File: src/design/osw_pkg.sv
// Package for the octal switch serial control link: widths, reset values, timing counts.
// Assumes a single 25 MHz system clock shared by both ends.
package osw_pkg;
  localparam int           OSW_W           = 8;
  localparam logic [7:0]   OSW_ALL_OFF     = 8'hff;
  localparam logic [2:0]   OSW_MSB         = 3'h7;
  localparam logic [2:0]   OSW_ZERO3       = 3'h0;
  localparam int           OSW_CLK_MHZ     = 25;
  localparam int           OSW_SF_DLY_US   = 150;
  localparam int           OSW_SF_DLY_CYC  = OSW_SF_DLY_US * OSW_CLK_MHZ;
  localparam int           OSW_SCK_HALF_NS = 200;
  localparam int           OSW_SCK_HALF    = (OSW_SCK_HALF_NS * OSW_CLK_MHZ + 999) / 1000;
  localparam logic [3:0]   OSW_DIV_LAST    = 4'(OSW_SCK_HALF - 1);
  localparam logic [2:0]   OSW_CHAIN_MAX   = 3'h4;
  localparam logic [11:0]  OSW_SF_LAST     = 12'hea5;
  typedef enum logic [2:0] {
    OSW_IDLE  = 3'b000,
    OSW_LEAD  = 3'b001,
    OSW_HIGH  = 3'b010,
    OSW_LOW   = 3'b011,
    OSW_LAG   = 3'b100
  } osw_mstate_t;
endpackage

File: src/design/osw_if.sv
// Interface joining the switch device end and the microcontroller end.
// Assumes the host reads the serial output wire directly; its enable only feeds the checker.
`timescale 1ns/10ps
interface osw_if;
  logic cs_n;
  logic sclk;
  logic mosi;
  logic miso;
  logic miso_oe;
  modport dev (input cs_n, input sclk, input mosi, output miso, output miso_oe);
  modport host (output cs_n, output sclk, output mosi, input miso, input miso_oe);
endinterface

File: src/design/osw_host.sv
// Microcontroller end: SPI master that shifts one or more 8-bit words per frame.
// Assumes the device end shares CLK; a two-entry buffer holds answer words only.
`timescale 1ns/10ps
module osw_host
  import osw_pkg::*;
(
  input  wire logic             CLK,
  input  wire logic             RST_N,
  osw_if.host                   LINK,
  input  wire logic [2:0]       CHAIN_LEN,
  input  wire logic             TX_VALID,
  input  wire logic [OSW_W-1:0] TX_DATA,
  output logic                  TX_READY,
  output logic                  RX_VALID,
  output logic      [OSW_W-1:0] RX_DATA,
  input  wire logic             RX_READY,
  output logic                  BUSY
);
  osw_mstate_t      st_q;
  logic [3:0]       div_q;
  logic [2:0]       bit_q;
  logic [2:0]       word_q;
  logic [OSW_W-1:0] tx_q;
  logic [OSW_W-1:0] rx_q;
  logic [1:0]       mi_s_q;
  logic [OSW_W-1:0] buf_q [2];
  logic [1:0]       cnt_q;
  logic             wp_q;
  logic             rp_q;
  logic             tick;
  logic             word_done;
  logic             rx_push;
  logic             rx_full;
  logic             tx_take;
  logic             cs_q;
  logic             sck_q;

  assign tick      = (div_q == OSW_DIV_LAST);
  assign rx_full   = (cnt_q == 2'h2);
  assign word_done = tick && st_q == OSW_LOW && bit_q == OSW_ZERO3;
  assign rx_push   = word_done;
  assign tx_take   = TX_VALID && TX_READY;

  always_ff @(posedge CLK or negedge RST_N) begin
    if (!RST_N) begin
      div_q  <= 4'h0;
      mi_s_q <= 2'h0;
    end else begin
      div_q  <= tick ? 4'h0 : div_q + 4'h1;
      mi_s_q <= {mi_s_q[0], LINK.miso};
    end
  end

  // Frames start only with the answer buffer empty; clock idles low
  always_ff @(posedge CLK or negedge RST_N) begin
    if (!RST_N) begin
      st_q   <= OSW_IDLE;
      cs_q   <= 1'b1;
      sck_q  <= 1'b0;
      bit_q  <= OSW_MSB;
      word_q <= OSW_ZERO3;
      tx_q   <= OSW_ALL_OFF;
      rx_q   <= 8'h00;
    end else if (tick) begin
      unique case (st_q)
        OSW_IDLE: if (tx_take) begin
          tx_q  <= TX_DATA;
          cs_q  <= 1'b0;
          st_q  <= OSW_LEAD;
        end
        OSW_LEAD: begin
          sck_q <= 1'b1;
          st_q  <= OSW_HIGH;
        end
        OSW_HIGH: begin
          sck_q <= 1'b0;
          rx_q  <= {rx_q[OSW_W-2:0], mi_s_q[1]};
          st_q  <= OSW_LOW;
        end
        OSW_LOW: begin
          if (bit_q != OSW_ZERO3) begin
            tx_q  <= {tx_q[OSW_W-2:0], 1'b1};
            bit_q <= bit_q - 3'h1;
            sck_q <= 1'b1;
            st_q  <= OSW_HIGH;
          end else if (word_q + 3'h1 < CHAIN_LEN && tx_take) begin
            tx_q   <= TX_DATA;
            bit_q  <= OSW_MSB;
            word_q <= word_q + 3'h1;
            sck_q  <= 1'b1;
            st_q   <= OSW_HIGH;
          end else if (word_q + 3'h1 >= CHAIN_LEN) begin
            st_q <= OSW_LAG;
          end
        end
        OSW_LAG: begin
          cs_q   <= 1'b1;
          bit_q  <= OSW_MSB;
          word_q <= OSW_ZERO3;
          st_q   <= OSW_IDLE;
        end
        default: st_q <= OSW_IDLE;
      endcase
    end
  end

  // Two-entry answer buffer; a stalled reader holds off the next word
  always_ff @(posedge CLK or negedge RST_N) begin
    if (!RST_N) begin
      cnt_q <= 2'h0;
      wp_q  <= 1'b0;
      rp_q  <= 1'b0;
    end else begin
      if (rx_push) begin
        buf_q[wp_q] <= {rx_q[OSW_W-2:0], mi_s_q[1]};
        wp_q        <= ~wp_q;
      end
      if (RX_VALID && RX_READY) begin
        rp_q <= ~rp_q;
      end
      cnt_q <= cnt_q + {1'b0, rx_push} - {1'b0, RX_VALID && RX_READY};
    end
  end

  always_ff @(posedge CLK or negedge RST_N) begin
    if (!RST_N) begin
      TX_READY <= 1'b0;
      RX_VALID <= 1'b0;
      RX_DATA  <= 8'h00;
      BUSY     <= 1'b0;
    end else begin
      // High only in the cycle that ends on a tick, so ready always means taken
      TX_READY <= (div_q == OSW_DIV_LAST - 4'h1) && ~rx_full && cnt_q == 2'h0 &&
                  (st_q == OSW_IDLE || (st_q == OSW_LOW && bit_q == OSW_ZERO3 &&
                   word_q + 3'h1 < CHAIN_LEN));
      RX_VALID <= (cnt_q != 2'h0) && !(RX_VALID && RX_READY && cnt_q == 2'h1);
      RX_DATA  <= (RX_VALID && RX_READY) ? buf_q[~rp_q] : buf_q[rp_q];
      BUSY     <= (st_q != OSW_IDLE);
    end
  end

  assign LINK.cs_n = cs_q;
  assign LINK.sclk = sck_q;
  assign LINK.mosi = tx_q[OSW_MSB];
endmodule

File: src/flat_wrapper.sv
// flat-port wrapper written by rule: the top's interface ports become plain ports
module osw_host_flat import osw_pkg::*;
  (CLK, RST_N, CHAIN_LEN, TX_VALID, TX_DATA, TX_READY, RX_VALID, RX_DATA, RX_READY, BUSY, LINK_cs_n, LINK_sclk, LINK_mosi, LINK_miso, LINK_miso_oe);
  osw_if LINK_i ();
  input  wire logic CLK;
  input  wire logic RST_N;
  input  wire logic [2:0] CHAIN_LEN;
  input  wire logic TX_VALID;
  input  wire logic [OSW_W-1:0] TX_DATA;
  output logic TX_READY;
  output logic RX_VALID;
  output logic      [OSW_W-1:0] RX_DATA;
  input  wire logic RX_READY;
  output logic BUSY;
  output wire logic [$bits(LINK_i.cs_n)-1:0] LINK_cs_n;
  output wire logic [$bits(LINK_i.sclk)-1:0] LINK_sclk;
  output wire logic [$bits(LINK_i.mosi)-1:0] LINK_mosi;
  input wire logic [$bits(LINK_i.miso)-1:0] LINK_miso;
  input wire logic [$bits(LINK_i.miso_oe)-1:0] LINK_miso_oe;
  assign LINK_cs_n = LINK_i.cs_n;
  assign LINK_sclk = LINK_i.sclk;
  assign LINK_mosi = LINK_i.mosi;
  assign LINK_i.miso = LINK_miso;
  assign LINK_i.miso_oe = LINK_miso_oe;
  osw_host u_core (.CLK(CLK), .RST_N(RST_N), .LINK(LINK_i), .CHAIN_LEN(CHAIN_LEN), .TX_VALID(TX_VALID), .TX_DATA(TX_DATA), .TX_READY(TX_READY), .RX_VALID(RX_VALID), .RX_DATA(RX_DATA), .RX_READY(RX_READY), .BUSY(BUSY));
endmodule
File: config.mk
export PLATFORM = sky130hd
export DESIGN_NAME = osw_host_flat
export DESIGN_NICKNAME = d
export VERILOG_FILES = /design/src/design/osw_pkg.sv /design/src/design/osw_if.sv /design/src/design/osw_host.sv /design/src/flat_wrapper.sv
export SDC_FILE = /design/constraint.sdc
export NUM_CORES = 1
export LEC_CHECK = 0
export CORE_MARGIN = 2
export CORE_UTILIZATION = 50
export CTS_BUF_LIST = sky130_fd_sc_hd__clkbuf_4 sky130_fd_sc_hd__clkbuf_8
export CTS_CLUSTER_SIZE = 24
export DETAILED_ROUTE_END_ITERATION = 16
export DONT_BUFFER_PORTS = 1
export PLACE_DENSITY = 0.64
export SYNTH_ARGS = -nofsm -noshare
export SYNTH_HDL_FRONTEND = slang
export SYNTH_SLANG_ARGS = --single-unit
File: constraint.sdc
create_clock -name CLK -period 4.6 [get_ports CLK]
set_clock_uncertainty 0.15 [all_clocks]
set_input_delay 1.15 -clock CLK [delete_from_list [all_inputs] [get_ports CLK]]
set_output_delay 1.15 -clock CLK [all_outputs]
set_load 0.05 [all_outputs]
# ---- Word level (Yosys, flattened, before mapping)
# Memories as Yosys holds them, arrays and structs flattened.
# Cells that the tools add are included.
dict set report word_totals {
  in_bits 17
  regBits 47
  output_inout_bits 14
  ramBits 16
  n_memories 1
  elab_cells 96
}
# memory words width rd rd_ports_with_merged_regs write_ports line
set mem_list {}
lappend mem_list {u_core.buf_q 2 8 2 0 1 osw_host.sv:26} ;# logic [OSW_W-1:0] buf_q [2];
dict set report op_classes {
  n_lt_le_gt_ge 2
  n_bitwise 3
  add_sub_neg 5
  n_eq_ne 13
  n_reduce_logical 32
  n_mux 24
}
# op n
set ops {}
lappend ops {{two-way mux 8 bit} 4}
lappend ops {{two-way mux 3 bit} 8}
lappend ops {{case mux 8 bit (2 select lines)} 1}
lappend ops {{logical AND 1 bit} 13}
lappend ops {{case mux 3 bit (2 select lines)} 2}
lappend ops {{case mux 3 bit (4 select lines)} 1}
lappend ops {{AND reduction 3 bit} 4}
lappend ops {{nonzero test 3 bit} 3}
lappend ops {{AND reduction 4 bit} 2}
lappend ops {{nonzero test 2 bit} 4}
lappend ops {{== test 3 x 2 -> 1 bit (second input constant)} 2}
lappend ops {{logical NOT 3 bit} 2}
lappend ops {{two-way mux 1 bit} 5}
lappend ops {{adder 4 x 1 -> 4 bit (second input constant)} 1}
lappend ops {{== test 4 x 2 -> 1 bit (second input constant)} 1}
lappend ops {{== test 4 x 3 -> 1 bit (second input constant)} 1}
lappend ops {{two-way mux 4 bit} 1}
lappend ops {{!= test 2 bit (second input constant)} 2}
lappend ops {{!= test 4 bit (second input constant)} 1}
lappend ops {{adder 3 x 1 -> 3 bit (second input constant)} 1}
lappend ops {{== test 3 x 1 -> 1 bit (second input constant)} 1}
lappend ops {{== test 3 bit (second input constant)} 1}
lappend ops {{>= comparator 3 bit} 1}
lappend ops {{less-than comparator 3 bit} 1}
lappend ops {{14 further kinds} 16}

# ---- Logic depth before layout (Yosys ltp)
dict set report logic_depth {
  ltp_word 6
  ltp_mapped 9
  mapped_depth_nobuf 8
}

# ---- Worst setup path before layout
# OpenSTA, ideal clock, no wires.
dict set report synth_path {
  path_type {in2reg}
  from {input port CHAIN_LEN[2]}
  to {register u_core.tx_q[7]}
  path_stages 8
  arrival_ps 2541
  n_path_buf 1
  setup_time_ps 75
  path_slack_ps 1833
  cell_sequence {inv_1 ha_1 and3b_1 nor2_1 o311a_1 buf_6 a21boi_4 a2bb2oi_1}
}
dict set report synth_between {
  elab_chain_len 4
}
# element line
set synth_rtl {}
lappend synth_rtl {{from (decl)} flat_wrapper.sv:7} ;# input wire logic [2:0] CHAIN_LEN;
lappend synth_rtl {{less-than comparator 3 bit} osw_host.sv:86} ;# end else if (word_q + 3'h1 < CHAIN_LEN && tx_take) begin
lappend synth_rtl {{logical AND 1 bit} osw_host.sv:86}
lappend synth_rtl {{!= test 3 bit (no line)} -}
lappend synth_rtl {{AND reduction 4 bit (no line)} -}
lappend synth_rtl {{to (signal assigned)} osw_host.sv:82} ;# tx_q <= {tx_q[OSW_W-2:0], 1'b1};
lappend synth_rtl {{to (decl)} osw_host.sv:23} ;# logic [OSW_W-1:0] tx_q;
# Every way passes these cells.
# A chain may end at the register's enable or synchronous reset.

# ---- Final worst setup path
dict set report layout_path {
  from {input port CHAIN_LEN[2]}
  to {register u_core.tx_q[1]}
}
# Same word-level chain as after synthesis.

==> results.txt <==
The clock-pin slew reported for the worst setup and hold paths after clock tree synthesis is 0.06 ns. The post-cts resize count came out at 0. TritonCTS built the clock tree. The sum of routed wire length over all layers is 4400 um. The count of nets left with antenna violations once routing finished came out at 0. The post-detailed-route via-to-cell ratio is 5.60.

The tree is rooted in a sky130_fd_sc_hd__clkbuf_8. The total routing usage reported by global routing came out at 16.4%. The total inserted antenna cells is 0. The count of TritonRoute iterations in the first routing pass is 4. The most frequent standard cell in the layout excluding fill and tap cells is sky130_fd_sc_hd__dfrtp_1. The count of boundary I/O pins is 31. The mapped cell area is 2720 sq um.

The DRC marker count from the first detailed-route iteration is 119. The total CTS buffers came out at 9. The die outline width is 77.8 um.

The synthesized design contains 16 enable-type register cells. The setup fix buffers added after clock tree synthesis is 0. The sequential element share of the synthesized area is 61.4%. The number of slew-limit violations in the final report is 0. The final weighted congestion in routability-driven placement is 0.788. Across all register-to-register paths, the minimum setup slack is 1.82 ns. The max-slew headroom at the worst pin is 43.6%.

From bottom edge to top edge, the die measures 77.8 um. The count of final hold-check violations is 0. The post-synthesis average cell area is 13.4 sq um. The clock reaches the later pin of the worst-skew pair after 0.33 ns.

The cell area power density came out at 674 nW/um^2. The detailed-route wire length per cell came out at 15.5 um. STA classifies the critical path startpoint as an input port.

Setup repair after global routing left no endpoint under its margin. The design area came out at 2990 sq um. The final core utilization is 57.7%. Timing would allow up to 0.356 GHz. The maximum fanout encountered on the critical timing path came out at 9. For this run, design rule violations remaining after detail routing come to 0. The initial antenna violation count came out at 0. At the pin with the least slew margin, the transition time is 0.843 ns. The post-route fraction of the period consumed by the critical path is 61.0%. The die covers 6050 sq um. The run finished with clean final reports. In this run the tool buffered the top-level ports with 0 buffer cells. The top cell types in the final layout, fill and taps aside, are sky130_fd_sc_hd__dfrtp_1 (35), sky130_fd_sc_hd__mux2_2 (17), sky130_fd_sc_hd__edfxtp_1 (16).

Adding up every negative setup slack in the final design gives 0 ns. For this configuration, the core starts out at a cell density of 52.7%. The longest clock path from root to sink contains 2 buffers. The H-tree depth came out at 3. The first global-routing pass estimated 7450 um of wire. The leakage power came out at 1.32 nW. In this run the core area contains 26 standard-cell rows. The part of the power in the clock network came out at 25.4%. After filler insertion, the fill cell instance count of the layout stands at 415. The total of max-cap violations is 0. The number of hold-repair buffers added at the cts stage is 0.

CTS saw 63 sinks. Summed over all nets, the switching power comes to 0.000689 W. The total nets after synthesis is 230.

The number of nets in the layout is 236. The number of cells produced by synthesis is 203. Summing all placed instances gives a cell area of 2770 sq um.

In this run the worst hold path is classified as reg2reg. The number of unique standard cell types used by synthesis came out at 44. The detailed-route via count came out at 1590. In this run the standard cell core region covers 5170 sq um. The proportion of synthesized flip-flops having asynchronous set or reset came out at 74.6%.

Net switching is 34.2% of the power. The total of endpoints with negative setup slack in the final report is 0. Among all flip-flop cells after synthesis, the most frequent one is sky130_fd_sc_hd__dfrtp_1. Counting flops and latches in the post-synthesis netlist gives 63. The worst endpoint required time is 4.70 ns. By startpoint and endpoint, the worst setup path is classified as in2reg.

The arrival time of the worst setup path is 2.91 ns. The via count of the first global-routing pass is 1574. The Yosys step of the flow raised 0 warnings. The fraction of layout instances using a drive strength above 1 came out at 25.7%. The total overflow reported by the global router came out at 0. The part of the power in combinational logic is 25.2%.

The pin count of the biggest net entering global routing is 50. The layout-stage area growth over the synthesis result is 9.60%. The worst setup path is captured at a flip-flop. The internal power contribution came out at 0.00132 W. The shortest clock period the worst path allows after layout is 2.81 ns. The share of power burned in registers came out at 49.4%. The HPWL after detailed placement came out at 3120 um.

Across the VDD grid, the largest voltage drop is 0.000316 V.
-- cell usage after synthesis, types with 4 or more instances --
cell	number	area (sq um)
sky130_fd_sc_hd__dfrtp_1	35	876
sky130_fd_sc_hd__nor2_1	14	52.6
sky130_fd_sc_hd__ha_1	10	125
sky130_fd_sc_hd__o21ai_0	4	20.0
sky130_fd_sc_hd__dfstp_2	12	315
sky130_fd_sc_hd__nand3_1	4	20.0
sky130_fd_sc_hd__a2bb2oi_1	9	78.8
sky130_fd_sc_hd__inv_1	12	45.0
sky130_fd_sc_hd__mux2_2	17	191
sky130_fd_sc_hd__nand2_1	9	33.8
sky130_fd_sc_hd__xnor2_1	4	35.0
sky130_fd_sc_hd__edfxtp_1	16	480
sky130_fd_sc_hd__o22ai_1	9	56.3
-- power by group through the flow --
| stage | registers (W) | logic, W | clock network [W] |
|---|---|---|---|
| 6_report | 0.000995 | 0.000508 | 0.000510 |
| 3_5_place_dp | 0.00100 | 0.000512 | 0 |
| 3_3_place_gp | 0.000998 | 0.000489 | 0 |
| 2_1_floorplan | 0.000964 | 0.000469 | 0 |
| 5_1_grt | 0.00101 | 0.000570 | 0.000553 |
| 4_1_cts | 0.000996 | 0.000513 | 0.000524 |
-- per-stage QoR --
step / std cells / power [W] / setup slack (ns) / hold WS [ns]
6_report: 284 / 0.00201 / 1.79 / 0.206
4_1_cts: 284 / 0.00203 / 1.78 / 0.209
3_5_place_dp: 268 / 0.00152 / 1.43 / 0.193
3_3_place_gp: 268 / 0.00149 / 1.58 / 0.194
5_1_grt: 284 / 0.00214 / 1.59 / 0.221
2_1_floorplan: 203 / 0.00143 / 1.83 / 0.181
-- path summary, 6_finish.rpt --
path / from / endpoint / cells after the start
setup / recovery: CHAIN_LEN[2] / u_core.tx_q[1]$_DFFE_PN1P_ / 7
hold / removal: u_core.mi_s_q[0]$_DFF_PN0_ / u_core.mi_s_q[1]$_DFF_PN0_ / 0
setup reg to reg: u_core.word_q[0]$_DFFE_PN0P_ / u_core.tx_q[1]$_DFFE_PN1P_ / 8
hold reg to reg: u_core.mi_s_q[0]$_DFF_PN0_ / u_core.mi_s_q[1]$_DFF_PN0_ / 0
max in group asynchronous: RST_N / u_core.tx_q[1]$_DFFE_PN1P_ / 0
min in group asynchronous: RST_N / u_core.LINK.sclk$_DFFE_PN0P_ / 0
-- logic make-up (layout without fill, tap and decap cells) --
kind of cell | count (synthesis) | after routing | synth area share [%]
AND/OR/NAND/NOR | 48 | 48 | 9.78
XOR/XNOR | 7 | 7 | 2.25
multiplexers | 18 | 18 | 7.40
flip-flops | 63 | 63 | 61.4
buffers and inverters | 17 | 28 | 3.21
adder cells (fa/ha/maj) | 10 | 10 | 4.59
AO/OA/AOI/OAI | 40 | 40 | 11.4
-- registers in the layout, summed over array words and instances, names as in the netlist, 2 cells and up --
name / count
u_core.word_q: 3
u_core.mi_s_q: 2
u_core.buf_q: 16
u_core.bit_q: 3
u_core.tx_q: 8
u_core.cnt_q: 2
u_core.st_q: 3
u_core.rx_q: 7
u_core.RX_DATA: 8
u_core.div_q: 4
-- worst max-delay path, stage by stage --
cell and delay, ns:
sky130_fd_sc_hd__inv_1 0.03, sky130_fd_sc_hd__ha_1 0.31, sky130_fd_sc_hd__and3b_1 0.20, sky130_fd_sc_hd__nor2_1 0.24
sky130_fd_sc_hd__o311a_1 0.41, sky130_fd_sc_hd__a21boi_4 0.36, sky130_fd_sc_hd__a2bb2oi_1 0.20
-- cell type report --
class | instances | area [sq um] | area share, %
Clock buffer | 10 | 131 | 4.40
Clock inverter | 6 | 85.1 | 2.85
Inverter | 12 | 45.0 | 1.51
Multi-Input combinational cell | 123 | 965 | 32.3
Sequential cell | 63 | 1670 | 56.0
Tap cell | 70 | 87.6 | 2.93
-- layer usage --
metal  GRT usage (%)  vias up  share of wire (%)
met5               0        -                  0
met4            6.96        0                1.6
met3            5.58        8                5.8
met2            24.6       47                 47
met1            21.8      792                 45
li1                -      743                  -
(Power assumes the default switching activity.)
